<file path="config.mk">
export PLATFORM = sky130hd
export DESIGN_NAME = hli_loader
export DESIGN_NICKNAME = d
export VERILOG_FILES = /design/src/rtl/hli_pkg.sv /design/src/rtl/hli_loader.sv
export SDC_FILE = /design/constraint.sdc
export NUM_CORES = 1
export LEC_CHECK = 0
export ABC_AREA = 1
export BUFFER_PORTS_ARGS = -buffer_cell sky130_fd_sc_hd__buf_2
export CAP_MARGIN = 20
export CORE_MARGIN = 8
export CORE_UTILIZATION = 45
export DETAILED_ROUTE_END_ITERATION = 6
export GPL_TIMING_DRIVEN = 0
export PLACE_DENSITY = 0.66
export SLEW_MARGIN = 20
export SYNTH_ARGS = -nofsm -noshare
export SYNTH_HDL_FRONTEND = slang
export SYNTH_SLANG_ARGS = --single-unit
</file>
<file path="constraint.sdc">
create_clock -name core_clk -period 4.9 [get_ports core_clk]
set_input_delay 0.735 -clock core_clk [delete_from_list [all_inputs] [get_ports core_clk]]
set_output_delay 0.735 -clock core_clk [all_outputs]
set_load 0.03 [all_outputs]
</file>
<file path="src/rtl/hli_pkg.sv">
// Constants, types and encodings shared by the host link start-up loader.
// Assumes a 100 MHz core clock and a persistent store reader on that clock.
package hli_pkg;

  // ----------------------------------------------------------------
  // Clock and timing
  // ----------------------------------------------------------------
  localparam int CORE_CLK_KHZ = 100000;
  localparam int UART_SETTLE_MS = 50;   // Least settle time after detection
  localparam int UART_SETTLE_CYC = UART_SETTLE_MS * CORE_CLK_KHZ;
  localparam int STRAP_SETTLE_CYC = 4;  // Cycles before straps are latched

  // ----------------------------------------------------------------
  // Divider values, in core clock cycles per bit
  // ----------------------------------------------------------------
  localparam logic [15:0] DIV_9K6 = 16'h28b0;   // 100 MHz / 9600
  localparam logic [15:0] DIV_115K2 = 16'h0364; // 100 MHz / 115200
  localparam logic [15:0] DIV_921K6 = 16'h006c; // 100 MHz / 921600
  localparam logic [15:0] DIV_RESET = 16'h0000;

  // ----------------------------------------------------------------
  // Persistent store word addresses
  // ----------------------------------------------------------------
  localparam logic [7:0] ST_ADDR_BAUD = 8'h00;
  localparam logic [7:0] ST_ADDR_CLOCK = 8'h01;
  localparam logic [7:0] ST_ADDR_LOCAL = 8'h02;
  localparam logic [7:0] ST_ADDR_PATCH = 8'h80;

  // ----------------------------------------------------------------
  // Commands and events
  // ----------------------------------------------------------------
  localparam logic [2:0] CMD_SET_TIMING = 3'h1;
  localparam logic [2:0] CMD_STORE_LOCAL = 3'h2;
  localparam logic [2:0] CMD_BEGIN_NORMAL = 3'h3;
  localparam logic [2:0] CMD_PATCH = 3'h4;
  localparam logic [1:0] EVT_AWAIT_CFG = 2'h1;
  localparam logic [1:0] EVT_CMD_ACK = 2'h2;

  typedef enum logic [2:0] {
    LM_STORE, LM_FIX_9K6, LM_FIX_115K2, LM_FIX_921K6, LM_DETECT
  } hli_link_mode_e;

  // Command from the host link parser; data layout per command:
  // set timing: [39:16] clock in kHz, [15:0] divider
  typedef struct packed {
    logic [2:0] code;
    logic [47:0] data;
  } hli_cmd_s;

  typedef struct packed {
    logic [1:0] code;
    logic ok;
    logic [2:0] cmd;
  } hli_evt_s;

  // State reported by the persistent store reader
  typedef struct packed {
    logic present;
    logic empty;
    logic complete;
    logic [15:0] baud_div;
    logic [47:0] address;
  } hli_store_s;

  typedef struct packed {
    logic [7:0] addr;
    logic [47:0] data;
  } hli_wr_s;

endpackage

</file>
<file path="src/rtl/hli_loader.sv">
// Start-up configuration loader: strap decode, baud detection and
// initialization-mode command handling for the host link.
// Assumes a byte-level command parser and a persistent store port on core_clk.
`timescale 1ns/10ps
`default_nettype none

module hli_loader #(
  parameter int SETTLE_CYC = hli_pkg::UART_SETTLE_CYC,
  parameter int MEAS_W = 24
) (
  // Clock and reset
  input wire logic core_clk,
  input wire logic nrst,
  // Clock option straps and receive pin
  input wire logic clock_strap_a,
  input wire logic clock_strap_b,
  input wire logic clock_strap_c,
  input wire logic rx_pin,
  // Persistent store
  input wire hli_pkg::hli_store_s store_info,
  output logic store_wr_valid,
  output hli_pkg::hli_wr_s store_wr,
  input wire logic store_wr_ready,
  // Commands from host link
  input wire logic cmd_valid,
  input wire hli_pkg::hli_cmd_s cmd,
  output logic cmd_ready,
  // Events toward host link
  output logic evt_valid,
  output hli_pkg::hli_evt_s evt,
  input wire logic evt_ready,
  // Resulting configuration
  output logic [15:0] uart_div,
  output logic [23:0] clock_khz,
  output logic [47:0] local_device_address,
  output logic uart_ready,
  output logic init_mode,
  output logic cmd_if_on
);

  // ----------------------------------------------------------------
  // Strap decode and input synchronisers
  // ----------------------------------------------------------------
  typedef enum {S_STRAP, S_DEFAULT, S_DETECT, S_SETTLE, S_ROUTE, S_ANNOUNCE, S_CONFIG,
    S_NORMAL} hli_state_e;

  function automatic hli_pkg::hli_link_mode_e strap_mode(input logic [2:0] s);
    unique case (s)
      3'h5: strap_mode = hli_pkg::LM_FIX_9K6;
      3'h6: strap_mode = hli_pkg::LM_FIX_115K2;
      3'h7: strap_mode = hli_pkg::LM_FIX_921K6;
      3'h2: strap_mode = hli_pkg::LM_DETECT;
      default: strap_mode = hli_pkg::LM_STORE; // Unlisted codes read speed from store
    endcase
  endfunction

  logic [3:0] sync1_r, sync2_r, sync3_r;
  logic [3:0] filt_r;
  hli_state_e state_r;
  hli_pkg::hli_link_mode_e mode_r;
  logic [2:0] scnt_r;
  logic [1:0] meas_ph_r;
  logic [MEAS_W-1:0] meas_r;
  logic [31:0] settle_r;
  logic init_r, addr_got_r, timing_got_r, evt_v_r, wr_v_r, begin_r;
  hli_pkg::hli_evt_s evt_r;
  hli_pkg::hli_wr_s wr_r;
  logic [15:0] div_r, pend_div_r;
  logic [23:0] khz_r, pend_khz_r;
  logic [47:0] addr_r, pend_addr_r;
  logic [7:0] patch_idx_r;

  // Three-stage synchronisers; a change counts once stages two and three agree
  always_ff @(posedge core_clk) begin
    sync1_r <= {rx_pin, clock_strap_a, clock_strap_b, clock_strap_c};
    sync2_r <= sync1_r;
    sync3_r <= sync2_r;
  end

  wire [3:0] agree = ~(sync2_r ^ sync3_r);
  wire [3:0] filt_nxt = (agree & sync3_r) | (~agree & filt_r);
  always_ff @(posedge core_clk) begin
    if (!nrst) begin
      // Receive bit resets to its idle high level so no false edge follows
      filt_r <= 4'h8;
    end else begin
      filt_r <= filt_nxt;
    end
  end

  wire rx_lvl = filt_r[3];
  wire rx_rise = filt_nxt[3] & ~rx_lvl;
  wire rx_fall = ~filt_nxt[3] & rx_lvl;

  // ----------------------------------------------------------------
  // Control decode
  // ----------------------------------------------------------------
  // For initialization, an empty store counts as no store at all
  wire store_ok = store_info.present & ~store_info.empty;
  wire need_init = ~store_ok | ~store_info.complete;
  wire detect_mode = (mode_r == hli_pkg::LM_DETECT);
  wire cmd_take = cmd_valid & cmd_ready;
  // Begin needs an address always, and timing only when detecting
  wire begin_ok = addr_got_r & (~detect_mode | timing_got_r);
  wire store_cmd = (cmd.code == hli_pkg::CMD_SET_TIMING) |
    (cmd.code == hli_pkg::CMD_STORE_LOCAL) | (cmd.code == hli_pkg::CMD_PATCH);
  // Counter ends one short of the interval; eight bits fill the window
  wire [MEAS_W-1:0] meas_bit = (meas_r + MEAS_W'(1)) >> 3;
  wire settle_done = (settle_r >= 32'(SETTLE_CYC - 1));

  // Handshake outputs; commands stall while an answer or a store write is pending
  assign cmd_ready = (state_r == S_CONFIG) & ~evt_v_r & ~wr_v_r & ~begin_r;
  assign evt_valid = evt_v_r;
  assign evt = evt_r;
  assign store_wr_valid = wr_v_r;
  assign store_wr = wr_r;
  assign uart_div = div_r;
  assign clock_khz = khz_r;
  assign local_device_address = addr_r;
  assign init_mode = init_r;
  assign cmd_if_on = (state_r == S_NORMAL);
  assign uart_ready = (state_r != S_STRAP) & (state_r != S_DETECT) &
    (state_r != S_SETTLE) & (state_r != S_DEFAULT);

  // ----------------------------------------------------------------
  // Sequencer
  // ----------------------------------------------------------------
  // Reset wipes every configured value: nothing survives without a store
  always_ff @(posedge core_clk) begin
    if (!nrst) begin
      state_r <= S_STRAP;
      mode_r <= hli_pkg::LM_STORE;
      scnt_r <= 3'h0;
      meas_ph_r <= 2'h0;
      meas_r <= '0;
      settle_r <= 32'h0;
      init_r <= 1'b0;
      evt_v_r <= 1'b0;
      evt_r <= '0;
      wr_v_r <= 1'b0;
      wr_r <= '0;
      begin_r <= 1'b0;
      div_r <= hli_pkg::DIV_RESET;
    end else begin
      if (evt_v_r && evt_ready) begin
        evt_v_r <= 1'b0;
      end
      if (wr_v_r && store_wr_ready) begin
        wr_v_r <= 1'b0;
      end
      unique case (state_r)
        S_STRAP: begin
          scnt_r <= scnt_r + 3'h1;
          if (scnt_r == 3'(hli_pkg::STRAP_SETTLE_CYC - 1)) begin
            mode_r <= strap_mode(filt_r[2:0]);
            if (store_info.present && store_info.empty) begin
              // First boot: write the default 9600 divider to the store
              wr_v_r <= 1'b1;
              wr_r <= '{addr: hli_pkg::ST_ADDR_BAUD, data: {32'h0, hli_pkg::DIV_9K6}};
              state_r <= S_DEFAULT;
            end else begin
              state_r <= S_DETECT;
            end
          end
        end
        S_DEFAULT: begin
          if (store_wr_ready) begin
            state_r <= S_DETECT;
          end
        end
        S_DETECT: begin
          unique case (mode_r)
            hli_pkg::LM_FIX_9K6: div_r <= hli_pkg::DIV_9K6;
            hli_pkg::LM_FIX_115K2: div_r <= hli_pkg::DIV_115K2;
            hli_pkg::LM_FIX_921K6: div_r <= hli_pkg::DIV_921K6;
            default: div_r <= store_info.baud_div;
          endcase
          if (!detect_mode) begin
            state_r <= S_ROUTE;
          end else if (meas_ph_r == 2'h0) begin
            if (rx_fall) begin
              meas_ph_r <= 2'h1; // Start bit seen
            end
          end else if (meas_ph_r == 2'h1) begin
            meas_r <= '0;
            if (rx_rise) begin
              meas_ph_r <= 2'h2; // Bit 0 rising edge opens the window
            end
          end else begin
            meas_r <= meas_r + MEAS_W'(1);
            if (rx_rise) begin
              div_r <= meas_bit[15:0]; // Stop bit rising edge closes it
              state_r <= S_SETTLE;
            end
          end
        end
        S_SETTLE: begin
          // UART is given its settle time before anything is sent
          settle_r <= settle_r + 32'h1;
          if (settle_done) begin
            state_r <= S_ROUTE;
          end
        end
        S_ROUTE: begin
          if (need_init) begin
            init_r <= 1'b1;
            evt_v_r <= 1'b1; // Only reached with speed fixed, taken from the store or detected
            evt_r <= '{code: hli_pkg::EVT_AWAIT_CFG, ok: 1'b1, cmd: 3'h0};
            state_r <= S_ANNOUNCE;
          end else begin
            state_r <= S_NORMAL;
          end
        end
        S_ANNOUNCE: begin
          if (evt_ready) begin
            state_r <= S_CONFIG;
          end
        end
        S_CONFIG: begin
          if (cmd_take) begin
            evt_v_r <= 1'b1;
            evt_r <= '{code: hli_pkg::EVT_CMD_ACK, ok: 1'b1, cmd: cmd.code};
            if (cmd.code == hli_pkg::CMD_BEGIN_NORMAL) begin
              evt_r.ok <= begin_ok;
              begin_r <= begin_ok;
            end
            // Settings go to any attached store, even one that booted empty
            if (store_info.present && store_cmd) begin
              wr_v_r <= 1'b1;
              unique case (cmd.code)
                hli_pkg::CMD_SET_TIMING: wr_r <= '{addr: hli_pkg::ST_ADDR_CLOCK, data: cmd.data};
                hli_pkg::CMD_STORE_LOCAL: wr_r <= '{addr: hli_pkg::ST_ADDR_LOCAL, data: cmd.data};
                default: wr_r <= '{addr: hli_pkg::ST_ADDR_PATCH + patch_idx_r, data: cmd.data};
              endcase
            end
          end
          if (begin_r && !evt_v_r) begin
            // Switch clock and speed, then open the command interface
            div_r <= pend_div_r;
            init_r <= 1'b0;
            begin_r <= 1'b0;
            state_r <= S_NORMAL;
          end
        end
        S_NORMAL: begin
        end
      endcase
    end
  end

  // ----------------------------------------------------------------
  // Configuration holding registers
  // ----------------------------------------------------------------
  // Pending values become active only on begin-normal
  always_ff @(posedge core_clk) begin
    if (!nrst) begin
      addr_got_r <= 1'b0;
      timing_got_r <= 1'b0;
      pend_div_r <= hli_pkg::DIV_RESET;
      pend_khz_r <= 24'h0;
      pend_addr_r <= 48'h0;
      patch_idx_r <= 8'h0;
      khz_r <= 24'h0;
      addr_r <= 48'h0;
    end else begin
      if (state_r == S_ROUTE) begin
        pend_div_r <= div_r;
        addr_r <= store_info.address;
      end
      if (cmd_take && cmd.code == hli_pkg::CMD_SET_TIMING) begin
        timing_got_r <= 1'b1;
        pend_khz_r <= cmd.data[39:16];
        pend_div_r <= cmd.data[15:0];
      end
      if (cmd_take && cmd.code == hli_pkg::CMD_STORE_LOCAL) begin
        addr_got_r <= 1'b1;
        pend_addr_r <= cmd.data;
      end
      if (cmd_take && cmd.code == hli_pkg::CMD_PATCH) begin
        patch_idx_r <= patch_idx_r + 8'h1;
      end
      if (state_r == S_CONFIG && begin_r && !evt_v_r) begin
        khz_r <= pend_khz_r;
        addr_r <= pend_addr_r;
      end
    end
  end

  // ----------------------------------------------------------------
  // Assertions
  // ----------------------------------------------------------------
  a_init_no_store: assert property (@(posedge core_clk) disable iff (!nrst)
    (state_r == S_ROUTE && !store_info.present) |=> (state_r == S_ANNOUNCE && init_r))
    else $error("missing store did not enter initialization mode");
  a_await_event: assert property (@(posedge core_clk) disable iff (!nrst)
    (state_r == S_ROUTE && need_init) |=> evt_v_r && evt_r.code == hli_pkg::EVT_AWAIT_CFG)
    else $error("awaiting-configuration event not raised");
  a_event_after_speed: assert property (@(posedge core_clk) disable iff (!nrst)
    $rose(init_r) |-> $past(state_r) == S_ROUTE && uart_ready)
    else $error("event raised before link speed known");
  a_begin_switch: assert property (@(posedge core_clk) disable iff (!nrst)
    (state_r == S_CONFIG && begin_r && !evt_v_r) |=> cmd_if_on && div_r == $past(pend_div_r))
    else $error("begin-normal did not switch speed and start");
  a_begin_refused: assert property (@(posedge core_clk) disable iff (!nrst)
    (cmd_take && cmd.code == hli_pkg::CMD_BEGIN_NORMAL && !addr_got_r) |=> !begin_r && !evt_r.ok)
    else $error("begin accepted without an address");
  a_meas_divide: assert property (@(posedge core_clk) disable iff (!nrst)
    (state_r == S_DETECT && meas_ph_r == 2'h2 && rx_rise) |=>
    div_r == 16'(($past(meas_r) + 1) >> 3))
    else $error("divider not measured interval over eight");
  a_settle_time: assert property (@(posedge core_clk) disable iff (!nrst)
    ($past(state_r) == S_SETTLE && state_r == S_ROUTE) |-> settle_r == 32'(SETTLE_CYC))
    else $error("uart ready without settle time");
  a_empty_default: assert property (@(posedge core_clk) disable iff (!nrst)
    (state_r == S_DEFAULT) |-> wr_r.data[15:0] == hli_pkg::DIV_9K6)
    else $error("default speed is not 9600");
  a_store_write: assert property (@(posedge core_clk) disable iff (!nrst)
    (cmd_take && store_info.present && cmd.code == hli_pkg::CMD_PATCH) |=> wr_v_r)
    else $error("patch not written to store");
  a_strap_decode: assert property (@(posedge core_clk) disable iff (!nrst)
    (state_r == S_STRAP && scnt_r == 3'(hli_pkg::STRAP_SETTLE_CYC - 1) &&
    filt_r[2:0] == 3'h2) |=> detect_mode)
    else $error("strap 010 did not select detection");

  c_detect: cover property (@(posedge core_clk) disable iff (!nrst)
    state_r == S_SETTLE ##1 state_r == S_ROUTE);
  c_config_done: cover property (@(posedge core_clk) disable iff (!nrst)
    state_r == S_CONFIG ##1 state_r == S_NORMAL);
  c_direct_normal: cover property (@(posedge core_clk) disable iff (!nrst)
    state_r == S_ROUTE ##1 state_r == S_NORMAL);

endmodule

`default_nettype wire

</file>
## Word level (Yosys, flattened, before mapping)

Cells that the tools add are included.

- Add/subtract/negate cells: 5
- $lt $le $gt $ge: 1
- Equality and inequality tests: 39
- Mux-type cells: 55
- Bitwise operators: 31
- Reduce and logical (&&, ||, !) cells: 33

Operators with widths:

| kind | number |
|---|---|
| $mux 32 | 9 |
| $mux 56 | 4 |
| $pmux 32 s7 | 1 |
| $pmux 56 s2 | 2 |
| $mux 16 | 7 |
| $eq 32x3->1 const B | 3 |
| $eq 32x4->1 const B | 3 |
| $mux 48 | 2 |
| $eq 32x2->1 const B | 2 |
| $ne 32x3->1 const B | 2 |
| $pmux 16 s3 | 1 |
| $add 32x1->32 const B | 1 |
| $eq 32x1->1 const B | 1 |
| $ge 32x23->1 const B | 1 |
| $logic_not 32->1 | 1 |
| $ne 32x2->1 const B | 1 |
| $pmux 16 s2 | 1 |
| $reduce_bool 32->1 | 1 |
| $add 24x1->24 const B | 1 |
| $mux 24 | 1 |
| $ne 2x2->1 const B | 10 |
| $eq 3x2->1 const B | 6 |
| $reduce_bool 2->1 | 9 |
| $eq 3x3->1 const B | 5 |
| 27 further kinds | 89 |

- Bits in registers: 364
- Bits of input ports: 127
- Logic and storage cells: 192

## Longest topological paths before layout

Gate-level depths: netlist of the first run.

- Depth after elaboration: 11
- Gate-level depth with buffers: 13
- Mapped depth without buffers: 13

## Worst setup path after synthesis of the first run

Ideal clock, no wire load.

- Path kind: input to register
- From: input port cmd[50] (netlist name)
- To: register wr_r (netlist bit store_wr[46])
- Library setup time: 0.128 ns
- Arrival: 1.826 ns
- Required time: 4.772 ns
- Slack: 2.947 ns
- Cell stages on the path: 11
- Buffers on the path: 2
- Path through: inv_1 > nand3_1 > nand2_1 > o21ai_1 > nand2_1 > nand2_2 > inv_2 > buf_6 > buf_6 > o21ai_1 > nor2_1

- Longest elaborated chain between the ends: 6
- Elaborated cells on any way between the ends: 8

RTL lines:

| item | line | text |
|---|---|---|
| from (decl) | hli_loader.sv:26 | `input wire hli_pkg::hli_cmd_s cmd,` |
| $eq 3x1->1 or $eq 3x2->1 (tied branches) | hli_loader.sv:105, hli_loader.sv:106 |  |
| $or 1x1->1 | hli_loader.sv:105 | `wire store_cmd = (cmd.code == hli_pkg::CMD_SET_TIMING) \|` |
| $or 1x1->1 * | hli_loader.sv:106 | `(cmd.code == hli_pkg::CMD_STORE_LOCAL) \| (cmd.code == hli_pkg::CMD_PATCH);` |
| $logic_and 1x1->1 * | hli_loader.sv:228 | `if (store_info.present && store_cmd) begin` |
| $ne 2x2->1 (no source line) * | n/a |  |
| $reduce_and 5->1 (no source line) * | n/a |  |
| to (signal assigned) | hli_loader.sv:231 | `hli_pkg::CMD_SET_TIMING: wr_r <= '{addr: hli_pkg::ST_ADDR_CLOCK, data: cmd.data};` |
| to (signal assigned) | hli_loader.sv:232 | `hli_pkg::CMD_STORE_LOCAL: wr_r <= '{addr: hli_pkg::ST_ADDR_LOCAL, data: cmd.data};` |
| to (signal assigned) | hli_loader.sv:233 | `default: wr_r <= '{addr: hli_pkg::ST_ADDR_PATCH + patch_idx_r, data: cmd.data};` |
| to (decl) | hli_loader.sv:67 | `hli_pkg::hli_wr_s wr_r;` |

Mark *: on every way between the ends. The rest lies on a longest branch, timed or not.
A chain may end at the register's enable or synchronous reset.

## Worst setup path after layout of the first run

- From: register state_r[2]
- To: register wr_r (netlist bit store_wr[51])

- Longest elaborated chain between the ends: 7
- Elaborated cells on any way between the ends: 14

RTL lines:

| item | line | text |
|---|---|---|
| from (decl) | hli_loader.sv:59 | `hli_state_e state_r;` |
| from (signal assigned) | hli_loader.sv:131 | `state_r <= S_STRAP;` |
| from (signal assigned) | hli_loader.sv:160 | `state_r <= S_DEFAULT;` |
| from (signal assigned) | hli_loader.sv:162 | `state_r <= S_DETECT;` |
| $eq 32x4->1 | hli_loader.sv:112 | `assign cmd_ready = (state_r == S_CONFIG) & ~evt_v_r & ~wr_v_r & ~begin_r;` |
| $and 1x1->1 (3 in series) | hli_loader.sv:112 |  |
| $and 1x1->1 | hli_loader.sv:102 | `wire cmd_take = cmd_valid & cmd_ready;` |
| $ne 2x2->1 (no source line) | n/a |  |
| $reduce_and 5->1 (no source line) | n/a |  |
| to (signal assigned) | hli_loader.sv:159 | `wr_r <= '{addr: hli_pkg::ST_ADDR_BAUD, data: {32'h0, hli_pkg::DIV_9K6}};` |
| to (signal assigned) | hli_loader.sv:231 |  |
| to (signal assigned) | hli_loader.sv:232 |  |

Parallel ways exist; a longest one is shown, timed or not.

==> flow_summary.toml, run 1 <==
[layout]
fillers = 3020
final_util = 0.558
syn_to_final_growth_pct = 22.2
final_layout_size_suffix_gt1_frac = 0.172
nets = 2397

[place]
hpwlAfterDp_um = 38300
routabilityCongestion = 0.958
port_buffers = 281

[global_route]
grt_pass1_wl_um = 76400
grtUsageTotal = 0.260
grt.overflow.total = 0
grt_max_degree = 14
antenna_found_initial = 5
grt_pass1_vias = 14000

[synthesis]
ys_seq_elements = 330
syn_nets = 2078
ys_seq_area_frac = 0.474
yosysWarnings = 0
syn_inst = 1946
ys_types = 39
syn_area_per_cell_um2 = 7.17
async_flop_share = 0
synth-edff-count = 0
syn_area_um2 = 14000
yosys_most_used_dff = "dfxtp_1"

[critical_path]
r2r_end = "store_wr[51]$_SDFFE_PN0P_"
ff2ff_path_depth = 10
path_buf_inv = 3
r2r-start = "state_r[2]$_SDFFE_PN0P_"
critPathKind = "reg2reg"
crit_path_end = "store_wr[51]$_SDFFE_PN0P_"
cp_cell_sequence = "buf_2 -> inv_1 -> nand2_1 -> nor2_1 -> nand2_1 -> nand2_1 -> nand2_2 -> clkbuf_1 -> o21ai_0 -> nor2_1"
critPathTopFamily = "simple AND/OR/NAND/NOR gates"
crit_path_start_kind = "flop"
worstSetupEndpointType = "flop"
reg2reg_slack_ns = 2.52
crit_cells = 10
worstPathRequired_ns = 5.28
crit_slowest_cell = "o21ai_0"
path_common_cell = "nand2_1"
arrival_ns = 2.76
startpoint = "state_r[2]$_SDFFE_PN0P_"
path_max_fanout = 10
critPathMaxStageDelay_ns = 0.57

[clocking]
ctsLongestPathBuffers = 3
root_buffer = "clkbuf_16"
cts_tree = "done"
cts.hold.buffers_added = 0
htreeDepth = 2
numCtsBuffers = 36
cts_setup_buffers = 0
cts_resized = 0
clock-sinks = 330
clk_latency_ns = 0.53
clkTransAtPathRegs_ns = 0.06

[floorplanning]
start_util = 0.456
ios = 283
core.rowCount = 64
core_area_um2 = 30600
die_w_um = 192
die_area_um2 = 36900
die_h_um = 192

[route]
ant_nets = 0
routed_wl_um = 49800
routedWlPerCell_um = 18.5
viasPerCell = 5.40
num_vias = 14500
drtIter0Drc = 1293
drc = 0
dr.pass1.iters = 6

[timing]
max_freq_mhz = 420
rsz0062_at_grt = "no"
tightestPinTransition_ns = 0.933
hold_viol = 0
post-route-period-util = 0.486
relSlewSlack = 0.378
tns_ns = 0
setup_viol = 0
clock_skew_ns = 0.0179
post-route-min-period_ns = 2.38
slew_viol_final = 0

[power]
ir_worst_vdd_mv = 0.238
powerDensity_nw_per_um2 = 430
p_leak_nw = 7.09

[flow_run]
maxCapViolations = 0

[min_path]
hold_class = "in2reg"

[outcome]
status = "finished, final reports clean"
cell families after synthesis:
logic type | synth area share
AND/OR/NAND/NOR | 0.237
AO/OA/AOI/OAI | 0.192
flip-flops | 0.474
buffers and inverters | 0.0848
XOR/XNOR | 0.00816
adder cells (fa/ha/maj) | 0.00448
metal layers:
metal | GRT usage | share of wire | vias up | wire [um]
li1 | - | - | 7005 | -
met1 | 0.348 | 0.44 | 6804 | 21700
met2 | 0.422 | 0.45 | 606 | 22600
met3 | 0.0412 | 0.079 | 94 | 3950
met4 | 0.0864 | 0.031 | 2 | 1560
met5 | 0 | 0.00026 | - | 13
layout make-up:
type / instances / area, um^2 / share of cell area
diodes: 4 / 10.0 / 0.000587
plain buffers: 105 / 450 / 0.0264
clock buffers: 49 / 1030 / 0.0604
clock inverters: 13 / 158 / 0.00924
inverters: 195 / 733 / 0.0430
multi-input cells: 1316 / 6170 / 0.362
flip-flops and latches: 330 / 6610 / 0.387
well taps: 396 / 495 / 0.0290
repair buffers: 281 / 1410 / 0.0825
registers in the layout, indices dropped and copies added, names as in the netlist, 3 cells and up, named ones only:
signal / cells
uart_div: 16
patch_idx_r: 8
sync3_r: 4
mode_r: 3
scnt_r: 3
settle_r: 32
pend_div_r: 16
sync1_r: 4
local_device_address: 48
meas_r: 19
pend_addr_r: 48
state_r: 3
clock_khz: 24
sync2_r: 4
store_wr: 56
pend_khz_r: 24
evt: 6
through the flow:
stage                     instance area (um^2)  std cells  hold WS, ns  setup WS, ns  power (W)
final                                    17100       2689        0.313          2.52    0.00733
after global routing                     17100       2689        0.297          2.45    0.00764
after CTS                                17000       2685        0.303          2.56    0.00735
after detailed placement                 15900       2623        0.313          2.13    0.00463
after global placement                   15900       2623        0.310          2.16    0.00460
after floorplan                          14000       1946        0.310          2.95    0.00408
where the power goes:
group          internal, W  switching [W]  total [W]
Sequential         0.00290       0.000156    0.00305
Clock              0.00160        0.00114    0.00274
Combinational     0.000452        0.00109    0.00154
placed cells by master (no fill, tap or decap), types with 5 or more instances in the layout:
cell	count
inv_1	188
buf_2	308
nor3_1	15
inv_2	6
clkbuf_1	71
o21ai_0	199
nand4_1	12
buf_1	9
o21ai_1	5
clkinv_2	6
nand2_1	361
nand3_1	75
dfxtp_1	330
xor2_1	11
a21oi_1	196
clkbuf_16	36
nor2_1	326
clkbuf_8	8
a221oi_1	48
o21a_1	5
a31oi_1	16
nand3b_1	5
nor2_2	5
ha_1	5
cells in the mapped netlist, drive strengths merged (11+ instances only):
library cell    n  area share
a21oi         196       0.070
a221oi         48       0.030
a31oi          16      0.0072
buf            39       0.015
clkbuf         66       0.018
dfxtp         330        0.47
inv           194       0.052
nand2         366        0.10
nand3          76       0.028
nand4          12      0.0054
nor2          335       0.093
nor3           17      0.0065
o21ai         204       0.073
xor2           11      0.0069
worst min path at each step:
stage                  startpoint            endpoint  slack [ns]  cells past startpoint
5_1_grt             clock_strap_c  sync1_r[0]$_DFF_P_        0.30                      1
3_3_place_gp   sync1_r[3]$_DFF_P_  sync2_r[3]$_DFF_P_        0.31                      0
3_5_place_dp   sync1_r[3]$_DFF_P_  sync2_r[3]$_DFF_P_        0.31                      0
4_1_cts                    rx_pin  sync1_r[3]$_DFF_P_        0.30                      1
2_1_floorplan  sync1_r[0]$_DFF_P_  sync2_r[0]$_DFF_P_        0.31                      0
6_report                   rx_pin  sync1_r[3]$_DFF_P_        0.31                      1
No activity file was read; power rests on OpenSTA's default activity.
==> run 2, diff against run 1 <==
- clock period: 4.9 -> 2.35 ns (I/O delays scaled with it)
==> run 2 against run 1 <==
  * Critical path depth stayed put
  * Flip-flop and latch count stayed put
  * Power up 110%
  * Via count is 0.16% higher
  * Register-to-register slack lost 2.5 ns
  * Hold slack worse by 0.24 ns
  * Die area is the same
  * Largest cell class unchanged
  * Highest routed layer unchanged
==> flow_summary.toml, run 2 (synthesis gave the netlist of run 1 again) <==
[critical_path]
ff2ff_path_depth = 10
worstSetupEndpointType = "flop"
crit_path_start_kind = "flop"
path_max_fanout = 10
arrival_ns = 2.68
critPathKind = "reg2reg"
worstPathRequired_ns = 2.74

[layout]
syn_to_final_growth_pct = 22.6
multi_input_area_um2 = 6170
seq_area_um2 = 6610
largest_register_ffs = 56
final_util = 0.559
mostFrequentLayoutCells = "nand2_1 (361), dfxtp_1 (330), nor2_1 (326)"
mostFrequentLayoutCell = "nand2_1"
final_layout_size_suffix_gt1_frac = 0.173
nets = 2401
final_area_um2 = 17100
fillers = 3017

[timing]
setup_ws_ns = 0.0657
tightestPinTransition_ns = 0.855
slew_viol_final = 0
setup_viol = 0
relSlewSlack = 0.430
tns_ns = 0
clock_skew_ns = 0.0170
post-route-min-period_ns = 2.28
hold_viol = 0
post-route-period-util = 0.972
rsz0062_at_grt = "yes"
max_freq_mhz = 438

[route]
viasPerCell = 5.40
dr.pass1.iters = 5
ant_nets = 0
drc = 0
routed_wl_um = 49900
drtIter0Drc = 1168
num_vias = 14500
routedWlPerCell_um = 18.5

[global_route]
grt_max_degree = 14
grtUsageTotal = 0.260
antenna_found_initial = 5
grt_pass1_vias = 14000
grt_pass1_wl_um = 76400
grt.overflow.total = 0

[clocking]
cts_setup_buffers = 0
ctsLongestPathBuffers = 3
numCtsBuffers = 36
root_buffer = "clkbuf_16"
htreeDepth = 2
clkTransAtPathRegs_ns = 0.06
clk_latency_ns = 0.53
cts_tree = "done"
clock-sinks = 330

[power]
powerDensity_nw_per_um2 = 895
p_leak_nw = 7.12
ir_worst_vdd_mv = 0.496

[place]
place_area_um2 = 15900
routabilityCongestion = 0.958
hpwlAfterDp_um = 38300
dp_slack_ns = -0.0363
port_buffers = 281

[floorplanning]
ios = 283
die_w_um = 192
die_h_um = 192
start_util = 0.456
core.rowCount = 64
die_area_um2 = 36900
core_area_um2 = 30600

[outcome]
status = "finished, final reports clean"

[flow_run]
maxCapViolations = 0

[min_path]
whs_path_depth = 3
hold_class = "in2reg"
## run 2: per-layer routing
layer | part of all wire | wire length (um) | global-route usage | up-vias
li1 | - | - | - | 7019
met1 | 0.44 | 21900 | 0.348 | 6831
met2 | 0.45 | 22600 | 0.422 | 585
met3 | 0.077 | 3830 | 0.0412 | 97
met4 | 0.032 | 1580 | 0.0864 | 2
met5 | 0.00026 | 13 | 0 | -
## run 2: path summary, 6_finish.rpt
path / end / slack, ns / from
setup / recovery: store_wr[53]$_SDFFE_PN0P_ / 0.07 / state_r[2]$_SDFFE_PN0P_
setup reg to reg: store_wr[53]$_SDFFE_PN0P_ / 0.07 / state_r[2]$_SDFFE_PN0P_
hold reg to reg: sync2_r[1]$_DFF_P_ / 0.33 / sync1_r[1]$_DFF_P_
hold / removal: local_device_address[40]$_SDFFE_PN0P_ / 0.08 / store_info[40]
## run 2: final cells by class
class                           count  share of cell area
Antenna cell                        4            0.000585
Buffer                            105              0.0267
Clock buffer                       49              0.0602
Clock inverter                     13             0.00922
Inverter                          195              0.0429
Multi-Input combinational cell   1316               0.361
Sequential cell                   330               0.386
Tap cell                          396              0.0290
Timing Repair Buffer              285              0.0846
## run 2: critical path, cell delays in order, from the launching register on
cell and delay, ns:
dfxtp_1 0.29, buf_2 0.18, inv_1 0.16, nand2_1 0.16
nor2_1 0.17, nand2_1 0.12, nand2_1 0.10, nand2_2 0.13
buf_1 0.30, o21ai_0 0.48, nor2_1 0.07
## run 2: per-stage QoR
stage                     cells  total power (W)  hold slack [ns]
after floorplan            1946          0.00850            0.310
after global placement     2623          0.00960            0.310
after detailed placement   2623          0.00966            0.313
after CTS                  2689           0.0153           0.0673
after global routing       2693           0.0159           0.0784
final                      2693           0.0153           0.0765
## run 2: timing repair
| action | 4_1_cts | 5_1_grt |
|---|---|---|
| endpoints found under the hold margin | 4 | 0 |
| resized for setup | 0 | 12 |
| hold buffers | 4 | 0 |
| endpoints found under the setup margin | 0 | 26 |
## run 2: power breakdown
| part | switching [W] | leakage (nW) | internal (W) | total (W) |
|---|---|---|---|---|
| logic | 0.00228 | 3.86 | 0.000951 | 0.00323 |
| registers | 0.000325 | 2.67 | 0.00604 | 0.00636 |
| clock network | 0.00239 | 0.587 | 0.00333 | 0.00572 |
| total | 0.00499 | 7.12 | 0.0103 | 0.0153 |
==> run 3, diff against run 2 <==
==> constraint.sdc (replaced) <==
create_clock -name core_clk -period 2.35 [get_ports core_clk]
set_input_delay 0.5875 -clock core_clk [delete_from_list [all_inputs] [get_ports core_clk]]
set_output_delay 0.5875 -clock core_clk [all_outputs]
set_load 0.03 [all_outputs]
==> run 3 against run 2 <==
  * Sequential share of layout area is 0.091 points higher
  * Register-to-register slack hardly changed
  * Hold slack better by 0.090 ns
  * Clock power hardly changed
  * Power hardly changed
  * Flip-flop and latch count stayed put
  * Die area stayed put
  * First-iteration DRC count is 8.0% higher
  * Utilization is 0.13 points lower
  * Global-route usage hardly changed
  * Critical path depth stayed put
  * Critical endpoint unchanged
  * Largest cell class unchanged
==> flow_summary.toml, run 3 (synthesis gave the netlist of run 1 again) <==
[timing]
post-route-period-util = 0.977
tightestPinTransition_ns = 0.891
setup_viol = 0
clock_skew_ns = 0.0166
relSlewSlack = 0.406
max_freq_mhz = 436
hold_viol = 0
post-route-min-period_ns = 2.30
slew_viol_final = 0
rsz0062_at_grt = "yes"
whs_ns = 0.167

[critical_path]
crit_slowest_cell = "o21ai_0"
path_buf_inv = 3
critPathMaxStageDelay_ns = 0.51
worstSetupEndpointType = "flop"
critPathKind = "reg2reg"
path_common_cell = "nand2_1"
crit_path_start_kind = "flop"
worstPathRequired_ns = 2.74
arrival_ns = 2.68
path_max_fanout = 10
critPathTopFamily = "simple AND/OR/NAND/NOR gates"
cp_cell_sequence = "buf_2 -> inv_1 -> nand2_1 -> nor2_1 -> nand2_1 -> nand2_1 -> nand2_2 -> buf_1 -> o21ai_0 -> nor2_1"

[layout]
mostFrequentLayoutCell = "nand2_1"
final_util = 0.558
final_layout_size_suffix_gt1_frac = 0.173
final_area_um2 = 17100
largest_register_ffs = 56
mostFrequentLayoutCells = "nand2_1 (361), dfxtp_1 (330), nor2_1 (326)"
syn_to_final_growth_pct = 22.3
fin_cells = 2689
nets = 2397

[global_route]
grt_max_degree = 14
grt_pass1_vias = 14000
grtUsageTotal = 0.260
antenna_found_initial = 5
grt.overflow.total = 0
grt_pass1_wl_um = 76400

[clocking]
cts.hold.buffers_added = 0
clock-sinks = 330
ctsLongestPathBuffers = 3
clk_latency_ns = 0.53
clkTransAtPathRegs_ns = 0.06
numCtsBuffers = 36
htreeDepth = 2
cts_tree = "done"
root_buffer = "clkbuf_16"
cts_setup_buffers = 0

[power]
finalPower_w = 0.0153
p_leak_nw = 7.10
ir_worst_vdd_mv = 0.495
powerDensity_nw_per_um2 = 896

[place]
port_buffers = 281
placedCellCount = 2623
place_area_um2 = 15900
routabilityCongestion = 0.958
hpwlAfterDp_um = 38300

[floorplanning]
die_h_um = 192
start_util = 0.456
ios = 283
core.rowCount = 64
die_area_um2 = 36900
die_w_um = 192
core_area_um2 = 30600

[route]
num_vias = 14500
ant_nets = 0
viasPerCell = 5.41
met2_length_um = 22600
routedWlPerCell_um = 18.6
dr.pass1.iters = 6
routed_wl_um = 49900
wl_met3_um = 3970
drc = 0
drtIter0Drc = 1261
route.top_layer_used = "met5"
wl_met1_um = 21800

[flow_run]
maxCapViolations = 0

[min_path]
hold_class = "in2reg"

[outcome]
status = "finished, final reports clean"
## run 3: repair_timing
action	CTS	global route
setup endpoints to repair	0	26
gates resized for setup	0	12
endpoints found under the hold margin	0	0
## run 3: through the flow
| stage | setup TNS (ns) | setup slack, ns |
|---|---|---|
| after global placement | -4.34 | -0.239 |
| after CTS | 0 | 0.0679 |
| after detailed placement | -7.08 | -0.271 |
| after floorplan | 0 | 0.544 |
| after global routing | -0.0561 | -0.0255 |
| final | 0 | 0.0549 |
## run 3: final cells by class
| type | instances | area (um^2) |
|---|---|---|
| inverter | 195 | 733 |
| fill | 3023 | 13500 |
| buffer | 105 | 457 |
| antenna | 4 | 10.0 |
| clock buffer | 49 | 1030 |
| sequential | 330 | 6610 |
| multi-input combinational | 1316 | 6170 |
| tap | 396 | 495 |
| clock inverter | 13 | 158 |
| timing repair buffer | 281 | 1410 |
## run 3: path summary, 6_finish.rpt
check / startpoint / to / slack, ns / cells past startpoint
max: state_r[2]$_SDFFE_PN0P_ / store_wr[53]$_SDFFE_PN0P_ / 0.05 / 10
min: rx_pin / sync1_r[3]$_DFF_P_ / 0.17 / 1
max reg2reg: state_r[2]$_SDFFE_PN0P_ / store_wr[53]$_SDFFE_PN0P_ / 0.05 / 10
min reg2reg: sync1_r[1]$_DFF_P_ / sync2_r[1]$_DFF_P_ / 0.33 / 0
## run 3: where the power goes
group	total [W]	switching [W]	internal (W)	leakage, nW
Sequential	0.00637	0.000326	0.00604	2.67
Combinational	0.00322	0.00228	0.000947	3.84
Clock	0.00571	0.00238	0.00333	0.587
Total	0.0153	0.00498	0.0103	7.10
## run 3: layer usage
layer  up-vias  global-route usage
met5         -                   0
met4         2              0.0864
met3        92              0.0412
met2       613               0.422
met1      6818               0.348
li1       7017                   -
